### src/simd_fp_exc_pkg.sv
package simd_fp_exc_pkg;

  localparam int unsigned NUM_CLASSES = 6;
  localparam int unsigned NUM_LANES   = 4;
  localparam int unsigned VEC_W       = 8;
  localparam int unsigned ADDR_W      = 4;

  // Exception class bit positions
  localparam int unsigned CLS_INVALID   = 0;
  localparam int unsigned CLS_DENORMAL  = 1;
  localparam int unsigned CLS_DIVZERO   = 2;
  localparam int unsigned CLS_OVERFLOW  = 3;
  localparam int unsigned CLS_UNDERFLOW = 4;
  localparam int unsigned CLS_INEXACT   = 5;

  localparam logic [5:0] PRE_CLASS_MASK  = 6'h07;
  localparam logic [5:0] POST_CLASS_MASK = 6'h38;

  localparam logic [7:0] SIMD_FP_VECTOR = 8'h13;

  // Register word addresses (byte address / 4)
  localparam logic [3:0] ADDR_CTRL_STATUS = 4'h0;
  localparam logic [3:0] ADDR_IRQ_STATUS  = 4'h1;
  localparam logic [3:0] ADDR_IRQ_MASK    = 4'h2;
  localparam logic [3:0] ADDR_DISPATCH    = 4'h3;

  // Control/status word layout: flags [5:0], masks [12:7]
  localparam int unsigned CS_FLAG_LSB = 0;
  localparam int unsigned CS_MASK_LSB = 7;
  localparam logic [31:0] CS_RESET    = 32'h0000_1f80;

  // Interrupt status bits
  localparam int unsigned IRQ_MASKED   = 0;
  localparam int unsigned IRQ_DISPATCH = 1;
  localparam int unsigned IRQ_W        = 2;

  localparam logic [31:0] UNMAPPED_DATA = 32'h0000_0000;

  typedef struct packed {
    logic                          valid;
    logic                          packed_op;
    logic [NUM_LANES-1:0]          lane_en;
    logic [NUM_LANES*NUM_CLASSES-1:0] lane_exc;
  } exec_report_t;

  typedef struct packed {
    logic       valid;
    logic [7:0] vector;
    logic [5:0] classes;
    logic       suppress_result;
  } dispatch_t;

  typedef enum logic [2:0] {
    ST_IDLE     = 3'b001,
    ST_DISPATCH = 3'b010,
    ST_HANDLER  = 3'b100
  } disp_state_t;

endpackage : simd_fp_exc_pkg

### src/simd_fp_exception_dispatch.sv
// Design decisions made here: the register offsets and the Avalon-MM slave port.
`timescale 1ns/1ps
// Functional notes
// (RULE_01) Masked exception: default result, no signal
// (RULE_02) Masked exception sets sticky status flag
// (RULE_03) Packed flags keep no element identity
// (RULE_04) Unmasked exception signals vector 19
// (RULE_05) Old set flag never triggers dispatch
// (RULE_06) Dispatch on offending instruction, immediately; here only from ST_IDLE, a hit in another state is never dispatched
// (RULE_07) No software synchronisation needed
// (RULE_08) Software installs descriptor entry beforehand
// (RULE_09) Interrupt-gate entry clears interrupt enable
// (RULE_10) Packed flags are OR of elements
// (RULE_11) Pre- and post-computation class split
// (RULE_12) Unmasked post-computation: no result write
// (RULE_13) Request when raised AND NOT mask nonzero
module simd_fp_exception_dispatch
(
  input  wire logic                         clock_in,
  input  wire logic                         rst_in,
  // Execution pipeline report
  input  wire simd_fp_exc_pkg::exec_report_t pre_report_in,
  input  wire simd_fp_exc_pkg::exec_report_t post_report_in,
  output logic                              result_write_en_out,
  output logic                              default_result_out,
  // Exception vectoring
  output simd_fp_exc_pkg::dispatch_t        dispatch_out,
  input  wire logic                         dispatch_ack_in,
  input  wire logic                         interrupt_gate_in,
  input  wire logic                         handler_return_in,
  input  wire logic                         if_restore_in,
  input  wire logic                         if_restore_value_in,
  output logic                              interrupt_enable_out,
  // Avalon-MM slave
  input  wire logic [3:0]                   avs_address,
  input  wire logic                         avs_read,
  input  wire logic                         avs_write,
  input  wire logic [31:0]                  avs_writedata,
  input  wire logic [3:0]                   avs_byteenable,
  output logic [31:0]                       avs_readdata,
  output logic                              avs_waitrequest,
  output logic                              irq_out
);

  logic [5:0]  flags_reg;
  logic [5:0]  flags_next;
  logic [5:0]  masks_reg;
  logic [5:0]  masks_next;
  logic [1:0]  irq_status_reg;
  logic [1:0]  irq_status_next;
  logic [1:0]  irq_mask_reg;
  logic [31:0] readdata_reg;
  logic        ack_reg;
  logic        if_reg;
  logic [5:0]  disp_classes_reg;
  logic        disp_post_reg;
  logic        result_we_reg;
  logic        default_res_reg;
  simd_fp_exc_pkg::disp_state_t state_reg;
  simd_fp_exc_pkg::disp_state_t state_next;

  logic [5:0] pre_raw;
  logic [5:0] post_raw;
  logic [5:0] pre_raised;
  logic [5:0] post_raised;
  logic [5:0] raised;
  logic [5:0] unmasked_hit;
  logic [5:0] masked_hit;
  logic       exc_request;
  logic       any_masked;
  logic       post_request;
  logic       accept_dispatch;

  function automatic logic [5:0] unmasked_of(input logic [5:0] cls,
                                             input logic [5:0] msk);
    unmasked_of = cls & ~msk;
  endfunction : unmasked_of

  // One-hot register select, shared by the write strobes and the read mux
  function automatic logic [3:0] decode_addr(input logic [3:0] addr);
    decode_addr = 4'h0;
    case (addr)
      simd_fp_exc_pkg::ADDR_CTRL_STATUS: decode_addr[0] = 1'b1;
      simd_fp_exc_pkg::ADDR_IRQ_STATUS:  decode_addr[1] = 1'b1;
      simd_fp_exc_pkg::ADDR_IRQ_MASK:    decode_addr[2] = 1'b1;
      simd_fp_exc_pkg::ADDR_DISPATCH:    decode_addr[3] = 1'b1;
      default:                           decode_addr = 4'h0;
    endcase
  endfunction : decode_addr

  lane_or_reduce u_pre_reduce
  (
    .lane_exc_in  (pre_report_in.lane_exc),
    .lane_en_in   (pre_report_in.lane_en),
    .packed_op_in (pre_report_in.packed_op),
    .classes_out  (pre_raw)
  );

  lane_or_reduce u_post_reduce
  (
    .lane_exc_in  (post_report_in.lane_exc),
    .lane_en_in   (post_report_in.lane_en),
    .packed_op_in (post_report_in.packed_op),
    .classes_out  (post_raw)
  );

  // (RULE_11) pre/post class filtering
  assign pre_raised  = pre_report_in.valid
                       ? (pre_raw & simd_fp_exc_pkg::PRE_CLASS_MASK) : 6'h00;
  // An unmasked fault before computation stops the post stage of that instruction
  assign post_raised = (post_report_in.valid &&
                        unmasked_of(pre_raised, masks_reg) == 6'h00)
                       ? (post_raw & simd_fp_exc_pkg::POST_CLASS_MASK)
                       : 6'h00;
  assign raised      = pre_raised | post_raised;

  // (RULE_13) request from new conditions
  // (RULE_05) only freshly raised bits count
  assign unmasked_hit = unmasked_of(raised, masks_reg);
  assign masked_hit   = raised & masks_reg;
  assign exc_request  = (unmasked_hit != 6'h00);
  assign any_masked   = (masked_hit != 6'h00);
  assign post_request = (unmasked_of(post_raised, masks_reg) != 6'h00);

  // (RULE_06) accepted in the report's cycle when idle; dispatch_out.valid rises on the next edge
  // (RULE_07) no sync instruction required
  assign accept_dispatch = exc_request &&
                           (state_reg == simd_fp_exc_pkg::ST_IDLE);

  // Only the first cycle of a request changes state, so a request held
  // through its wait state writes once and clears on read once
  logic       bus_first;
  logic [3:0] reg_sel;
  logic       bus_wr_cs;
  logic       bus_rd_irq;
  logic       wr_cs_low;
  logic       wr_cs_high;
  logic       wr_irq_mask;
  logic       rd_capture;
  assign bus_first   = (avs_read || avs_write) && !ack_reg;
  assign reg_sel     = decode_addr(avs_address);
  assign bus_wr_cs   = avs_write && bus_first && reg_sel[0];
  assign bus_rd_irq  = avs_read && bus_first && reg_sel[1];
  assign wr_cs_low   = bus_wr_cs && avs_byteenable[0];
  assign wr_cs_high  = bus_wr_cs && avs_byteenable[1];
  assign wr_irq_mask = avs_write && bus_first && reg_sel[2] &&
                       avs_byteenable[0];
  assign rd_capture  = avs_read && bus_first;

  // (RULE_02) sticky flags, set wins over clear
  always_comb
  begin
    flags_next = flags_reg;
    masks_next = masks_reg;
    if (wr_cs_low)
    begin
      flags_next = avs_writedata[simd_fp_exc_pkg::CS_FLAG_LSB +: 6];
    end
    if (wr_cs_low)
    begin
      masks_next[0] = avs_writedata[simd_fp_exc_pkg::CS_MASK_LSB];
    end
    if (wr_cs_high)
    begin
      masks_next[5:1] = avs_writedata[simd_fp_exc_pkg::CS_MASK_LSB+1 +: 5];
    end
    // All raised classes are recorded; unmasked ones belong to the handler
    flags_next = flags_next | raised;
  end

  always_comb
  begin
    irq_status_next = irq_status_reg;
    if (bus_rd_irq)
    begin
      irq_status_next = 2'h0;
    end
    if (any_masked)
    begin
      irq_status_next[simd_fp_exc_pkg::IRQ_MASKED] = 1'b1;
    end
    if (accept_dispatch)
    begin
      irq_status_next[simd_fp_exc_pkg::IRQ_DISPATCH] = 1'b1;
    end
  end

  // A hit while a dispatch is pending is only recorded in the flags:
  // the running handler sees it there, so it is not dispatched again
  always_comb
  begin
    state_next = state_reg;
    case (state_reg)
      simd_fp_exc_pkg::ST_IDLE:
      begin
        if (exc_request)
        begin
          state_next = simd_fp_exc_pkg::ST_DISPATCH;
        end
      end
      simd_fp_exc_pkg::ST_DISPATCH:
      begin
        if (dispatch_ack_in)
        begin
          state_next = simd_fp_exc_pkg::ST_HANDLER;
        end
      end
      simd_fp_exc_pkg::ST_HANDLER:
      begin
        if (handler_return_in)
        begin
          state_next = simd_fp_exc_pkg::ST_IDLE;
        end
      end
      default:
      begin
        state_next = simd_fp_exc_pkg::ST_IDLE;
      end
    endcase
  end

  logic [31:0] cs_word;
  logic [31:0] rd_mux;
  assign cs_word = {19'h00000, masks_reg, 1'b0, flags_reg};
  // Unmapped words read as zero; writes to them are dropped
  assign rd_mux  =
    reg_sel[0] ? cs_word :
    reg_sel[1] ? {30'h0, irq_status_reg} :
    reg_sel[2] ? {30'h0, irq_mask_reg} :
    reg_sel[3] ? {21'h0, state_reg, disp_classes_reg, 2'h0} :
    simd_fp_exc_pkg::UNMAPPED_DATA;

  always_ff @(posedge clock_in)
  begin
    if (rst_in)
    begin
      flags_reg <= simd_fp_exc_pkg::CS_RESET[5:0];
      masks_reg <= simd_fp_exc_pkg::CS_RESET[12:7];
      irq_status_reg <= 2'h0;
      state_reg <= simd_fp_exc_pkg::ST_IDLE;
    end
    else
    begin
      flags_reg <= flags_next;
      masks_reg <= masks_next;
      irq_status_reg <= irq_status_next;
      state_reg <= state_next;
    end
  end

  always_ff @(posedge clock_in)
  begin
    if (rst_in)
    begin
      irq_mask_reg <= 2'h0;
      readdata_reg <= 32'h0;
      ack_reg <= 1'b0;
    end
    else
    begin
      // One wait state per access; ack drops as the master releases
      ack_reg <= bus_first;
      // Read data are caught once and held until the next read
      if (rd_capture)
      begin
        readdata_reg <= rd_mux;
      end
      if (wr_irq_mask)
      begin
        irq_mask_reg <= avs_writedata[1:0];
      end
    end
  end

  always_ff @(posedge clock_in)
  begin
    if (rst_in)
    begin
      disp_classes_reg <= 6'h00;
      disp_post_reg <= 1'b0;
    end
    else if (accept_dispatch)
    begin
      disp_classes_reg <= unmasked_hit;
      disp_post_reg <= post_request;
    end
  end

  // (RULE_01) default result on masked only
  // (RULE_12) no result when unmasked exception
  // Masked and unmasked hits together write nothing: the handler
  // builds the whole result from the operands
  always_ff @(posedge clock_in)
  begin
    if (rst_in)
    begin
      result_we_reg <= 1'b0;
      default_res_reg <= 1'b0;
    end
    else
    begin
      result_we_reg <= (pre_report_in.valid || post_report_in.valid) &&
                       !exc_request;
      default_res_reg <= any_masked && !exc_request;
    end
  end

  // (RULE_09) gate entry clears interrupt enable
  // Gate entry beats a restore in the same cycle
  always_ff @(posedge clock_in)
  begin
    if (rst_in)
    begin
      if_reg <= 1'b0;
    end
    else if (state_reg == simd_fp_exc_pkg::ST_DISPATCH &&
             dispatch_ack_in && interrupt_gate_in)
    begin
      if_reg <= 1'b0;
    end
    else if (if_restore_in)
    begin
      if_reg <= if_restore_value_in;
    end
  end

  // (RULE_04) vector 19 toward vectoring logic
  // (RULE_08) descriptor assumed installed by software
  assign dispatch_out.valid  = (state_reg == simd_fp_exc_pkg::ST_DISPATCH);
  assign dispatch_out.vector = simd_fp_exc_pkg::SIMD_FP_VECTOR;
  assign dispatch_out.classes = disp_classes_reg;
  assign dispatch_out.suppress_result = disp_post_reg;

  assign result_write_en_out  = result_we_reg;
  assign default_result_out   = default_res_reg;
  assign interrupt_enable_out = if_reg;
  assign avs_readdata         = readdata_reg;
  assign avs_waitrequest      = (avs_read || avs_write) && !ack_reg;
  // Level output; it drops when software reads the status word or clears the matching IRQ mask bit
  assign irq_out              = (irq_status_reg & irq_mask_reg) != 2'h0;

endmodule : simd_fp_exception_dispatch

### src/lane_or_reduce.sv
`timescale 1ns/1ps
module lane_or_reduce
(
  input  wire logic [23:0] lane_exc_in,
  input  wire logic [3:0]  lane_en_in,
  input  wire logic        packed_op_in,
  output logic      [5:0]  classes_out
);

  logic [5:0] lane_vec [4];

  genvar g;
  generate
    for (g = 0; g < 4; g++)
    begin : g_lane
      // Scalar operations only look at lane 0
      assign lane_vec[g] = (lane_en_in[g] && (packed_op_in || g == 0))
                           ? lane_exc_in[g*6 +: 6] : 6'h00;
    end
  endgenerate

  // (RULE_10) OR across lanes
  // (RULE_03) lane identity dropped
  assign classes_out = lane_vec[0] | lane_vec[1] | lane_vec[2] | lane_vec[3];

endmodule : lane_or_reduce

### config.mk
export PLATFORM = sky130hd
export DESIGN_NAME = simd_fp_exception_dispatch
export DESIGN_NICKNAME = d
export VERILOG_FILES = /design/src/simd_fp_exc_pkg.sv /design/src/simd_fp_exception_dispatch.sv /design/src/lane_or_reduce.sv
export SDC_FILE = /design/constraint.sdc
export NUM_CORES = 1
export LEC_CHECK = 0
export BUFFER_PORTS_ARGS = -buffer_cell sky130_fd_sc_hd__buf_4
export CAP_MARGIN = 10
export CORE_AREA = 2 2 82 84
export DETAILED_ROUTE_END_ITERATION = 7
export DIE_AREA = 0 0 84 86
export PLACE_DENSITY = 0.84
export SETUP_SLACK_MARGIN = 0.15
export SLEW_MARGIN = 25
export SYNTH_ARGS = -nofsm -noshare
export SYNTH_HDL_FRONTEND = slang
export SYNTH_HIERARCHICAL = 1
export SYNTH_SLANG_ARGS = --single-unit
### constraint.sdc
create_clock -name clock_in -period 2.15 [get_ports clock_in]
set_input_delay 0.43 -clock clock_in [delete_from_list [all_inputs] [get_ports clock_in]]
set_output_delay 0.43 -clock clock_in [all_outputs]
set_load 0.01 [all_outputs]
==> run_results.csv, run 1 <==
group,metric,value,unit
status,outcome,"finished, final reports clean",
detailed_routing,num_vias,2203,
setup_path,crit_family,"compound AO/OA/AOI/OAI gates",
cts,clk_pin_slew,0.08,ns
worst_hold_path,hold_path_class,"in2reg",
timing,finalCritPeriodShare,90.9,%
detailed_routing,wire_per_inst,15.1,um
die,initial_core_util,34.8,%
grt,grt-busiest-layer,"met2",
setup_path,startpoint_type,"input port",
grt,grt_first_pass_wirelength,9870,um
grt,grt_overflow,0,
final_layout,diodes,0,
detailed_routing,viasPerCell,5.30,
cts,post-cts-setup-buffer-count,0,
die,fp.dieW,84,um
cts,clock_sink_count,43,
detailed_routing,routed_wl,6290,um
timing,worst_clock_skew,0.00373,ns
cts,htree_levels,2,
timing,slew_headroom,58.6,%
power,p_leak,1.43,nW
setup_path,required,2.39,ns
setup_path,slowest_stage,"a222oi_1",
cts,cts_tree,"done",
final_layout,area_delta_synth_final,37.0,%
timing,setup_viol,0,
grt,grt_start_max_net_pins,33,
die,rows,29,
timing,rsz0062_at_grt,"true",
detailed_routing,drt_pass1_iterations,5,
die,die_h,86,um
setup_path,endpoint_kind,"flip-flop",
die,core,0.00628,mm2
yosys,synth_area,0.00218,mm2
detailed_routing,drc,0,
cts,cts_hold_buf,0,
cts,post_cts_resized,0,
power,powerDensity,616,mW/mm2
placement,dpl.hpwl,4890,um
die,die_area,0.00722,mm2
timing,drv_slew,0,
placement,gp_congestion,0.826,
grt,met1_usage,19.6,%
cts,clock_latency,0.30,ns
cts,cts_buffers,5,
timing,fin_ws,0.195,ns
timing,max_freq,0.511,GHz
cts,cts_max_path_buffers,2,
timing,hold_violations,0,
final_layout,largest_reg_flops,13,
cts,cts-root-buf,"clkbuf_8",
setup_path,crit_fanout,6,
final_layout,nets,447,
placement,pre_cts_ws,-0.0685,ns
yosys,ys_warn_count,6,
detailed_routing,drt_iter0_markers,116,
placement,port_buffers,88,
setup_path,cpMostUsedCell,"buf_4",
final_layout,filler_cell_count,600,
setup_path,critPathBufInv,2,
power,vdd_ir_drop_max,0.391,mV
detailed_routing,ant_nets,0,
grt,grt_pass1_vias,2136,
run,cap_violations,0,
die,io_pins,162,
grt,grt_antenna_before_repair,0,
timing,period_needed,1.96,ns
setup_path,worstPathCellList,"buf_4 -> a222oi_1 -> o21ai_1 -> nor2b_1 -> o31a_1 -> o31ai_4 -> buf_4 -> a32o_1",
yosys,netlist_instances,245,
setup_path,cpPeakStageDelay,0.42,ns
timing,tightest_slew,0.621,ns
final_layout,utilization,47.6,%
grt,grt_util_all_layers,17.0,%
setup_path,critPathKind,"in2reg",
grt,grtUsageMet2,29.6,%
setup_path,worstPathArrival,2.20,ns
final_layout,drive_gt1_share,33.0,%
grt,use_met3,5.10,%
yosys,avgSynthCellArea,8.91,um2
==> stage by stage <==
| stage | cell area, um2 | hold slack, ns | total power, mW | cells | TNS [ns] |
|---|---|---|---|---|---|
| 6_report | 2990 | 0.335 | 1.84 | 416 | 0 |
| 5_1_grt | 2990 | 0.329 | 1.91 | 416 | 0 |
| 4_1_cts | 2990 | 0.329 | 1.85 | 416 | 0 |
| 3_5_place_dp | 2860 | 0.476 | 1.12 | 408 | -0.328 |
| 3_3_place_gp | 2860 | 0.467 | 1.11 | 408 | -0.00225 |
| 2_1_floorplan | 2280 | 0.445 | 1.00 | 270 | 0 |
==> placed cells by master, fill, tap and decap left out, drive strengths merged, types with 6 or more instances in the layout <==
| cell | n |
|---|---|
| a21oi | 10 |
| nand2 | 17 |
| clkbuf | 6 |
| o21ai | 11 |
| dfxtp | 43 |
| conb | 27 |
| nor2b | 10 |
| nor2 | 22 |
| nand3 | 10 |
| inv | 10 |
| nor3 | 7 |
| a222oi | 16 |
| mux2i | 15 |
| buf | 98 |
==> area by class of cell <==
class	instances	area [um2]	share of cell area, %
Timing Repair Buffer	98	736	24.6
Tap cell	77	96.3	3.22
Multi-Input combinational cell	180	1130	37.7
Clock inverter	2	60.1	2.01
Sequential cell	43	861	28.8
Inverter	10	37.5	1.26
Clock buffer	6	72.6	2.43
==> final timing paths <==
path,to,cells after the start,from,slack [ns]
worst max-delay path,disp_classes_reg[5],8,post_report_in[17],0.19
worst min-delay path,masks_reg[2],3,avs_writedata[9],0.33
worst max register to register,masks_reg[4],4,ack_reg,0.53
worst min register to register,avs_readdata[1],2,avs_readdata[1],0.49
==> where the power goes <==
| group | total [mW] | internal [mW] | switching [mW] |
|---|---|---|---|
| registers | 0.832 | 0.818 | 0.0137 |
| clock network | 0.740 | 0.464 | 0.276 |
| logic | 0.271 | 0.138 | 0.133 |
==> worst register-to-register path, cell delays in order (launching register included) <==
cell and delay [ns]:
dfxtp_1 0.35, nor4b_2 0.43, nand3_1 0.39, mux2i_1 0.26, nand2_1 0.07
==> routing by layer <==
| metal | wire [um] | vias up |
|---|---|---|
| li1 | - | 1041 |
| met1 | 2440 | 1034 |
| met2 | 3120 | 115 |
| met3 | 599 | 13 |
| met4 | 133 | 0 |
| met5 | 0 | - |
No activity file was read; power rests on OpenSTA's default activity.
==> run 2: changes to the inputs <==
Settings changed: PLACE_DENSITY 0.84 to 0.82.
==> run_results.csv, run 2 (synthesis gave the netlist of run 1 again) <==
group,metric,value,unit
status,outcome,"finished, final reports clean",
grt,grt_start_max_net_pins,33,
die,die_h,86,um
final_layout,drive_gt1_share,33.8,%
timing,setup_viol,0,
die,die_area,0.00722,mm2
grt,grt_overflow,0,
cts,cts_buffers,5,
detailed_routing,drt_iter0_markers,168,
cts,htree_levels,2,
setup_path,critPathKind,"in2reg",
die,rows,29,
timing,rsz0062_at_grt,"false",
timing,finalSetupTns,0,ns
final_layout,area_delta_synth_final,36.9,%
run,cap_violations,0,
cts,post-cts-setup-buffer-count,0,
placement,dpl.hpwl,4770,um
setup_path,endpoint_kind,"flip-flop",
cts,cts-root-buf,"clkbuf_8",
final_layout,layout.cells.non_filler,417,
final_layout,diodes,0,
die,fp.dieW,84,um
timing,hold_violations,0,
setup_path,required,2.35,ns
setup_path,cpPeakStageDelay,0.39,ns
timing,drv_slew,0,
setup_path,worstPathArrival,2.11,ns
die,io_pins,162,
placement,port_buffers,88,
final_layout,nets,448,
final_layout,final_common_cell,"buf_4",
die,core,0.00628,mm2
setup_path,startpoint_type,"input port",
power,vdd_ir_drop_max,0.335,mV
timing,finalCritPeriodShare,89.0,%
placement,gp_congestion,0.862,
grt,grt_antenna_before_repair,0,
placement,placed_cells,409,
timing,period_needed,1.91,ns
detailed_routing,ant_nets,0,
timing,worst_clock_skew,0.00508,ns
detailed_routing,viasPerCell,5.30,
timing,tightest_slew,0.618,ns
grt,grt_util_all_layers,16.8,%
cts,cts_tree,"done",
timing,max_freq,0.523,GHz
power,p_leak,1.43,nW
cts,clock_sink_count,43,
setup_path,worstPathCellList,"buf_4 -> a222oi_1 -> o21ai_1 -> nor2b_1 -> o31a_1 -> o31ai_4 -> mux2_4",
worst_hold_path,hold_path_class,"in2reg",
final_layout,final_cell_mix,"buf_4, dfxtp_1, conb_1, nor2_1, nand2_1",
timing,slew_headroom,58.8,%
cts,clock_latency,0.30,ns
setup_path,crit_fanout,2,
final_layout,largest_reg_flops,13,
detailed_routing,num_vias,2209,
die,initial_core_util,34.8,%
grt,grt_pass1_vias,2081,
detailed_routing,drt_pass1_iterations,5,
setup_path,slowest_stage,"a222oi_1",
setup_path,r2r_slack,0.50,ns
detailed_routing,routed_wl,6200,um
detailed_routing,drc,0,
detailed_routing,wire_per_inst,14.9,um
power,powerDensity,588,mW/mm2
cts,cts_max_path_buffers,2,
cts,cts_hold_buf,0,
grt,grt_first_pass_wirelength,9790,um
cts,clk_pin_slew,0.08,ns
## run 2: cell types whose count changed in the layout (fill, tap and decap cells not counted), sizes merged
cell / change
clkinv: +1
bufinv: -1
buf: +1
## run 2: cell type report
| type | instances | area (um2) |
|---|---|---|
| fillers | 608 | 3290 |
| multi-input cells | 180 | 1130 |
| flip-flops and latches | 43 | 861 |
| repair buffers | 99 | 743 |
| well taps | 77 | 96.3 |
| clock buffers | 6 | 82.6 |
| inverters | 10 | 37.5 |
| clock inverters | 2 | 35.0 |
## run 2: report_power, final
| group | switching, mW | internal [mW] |
|---|---|---|
| combinational | 0.134 | 0.139 |
| clock | 0.278 | 0.376 |
| sequential | 0.0130 | 0.818 |
| total | 0.424 | 1.33 |
## run 2: layer usage
layer | global-route usage, % | wire length [um] | up-vias
li1 | - | - | 1034
met1 | 20.3 | 2530 | 1046
met5 | 0 | 0 | -
met4 | 6.16 | 87 | 0
met2 | 28.1 | 2990 | 120
met3 | 5.39 | 592 | 9
## run 2: repair_timing
action | 4_1_cts | 5_1_grt
endpoints found under the setup margin | 0 | 1
gates resized for setup | 0 | 1
hold endpoints to repair | 0 | 0
## run 2: worst paths after layout
| path | from | endpoint | depth (start not counted) |
|---|---|---|---|
| max | post_report_in[17] | disp_classes_reg[0] | 7 |
| min | interrupt_gate_in | interrupt_enable_out | 2 |
| max reg2reg | ack_reg | masks_reg[5] | 4 |
| min reg2reg | avs_readdata[1] | avs_readdata[1] | 2 |
## run 2: worst max-delay path: cells and delay by family
family | cells | cell delay [ns]
compound gates | 4 | 1.10
buf+inv | 1 | 0.11
mux | 1 | 0.32
simple gates | 1 | 0.16
## run 2: stage by stage
step	hold WS (ns)	instance area, um2	power (mW)	setup WS [ns]	util [%]
after floorplan	0.445	2280	1.00	0.0756	-
after global placement	0.468	2860	1.11	0.00526	45.6
after detailed placement	0.471	2860	1.12	-0.0765	45.6
after CTS	0.326	2980	1.76	0.247	47.5
after global routing	0.342	2990	1.83	0.184	47.6
final	0.326	2990	1.76	0.236	47.6
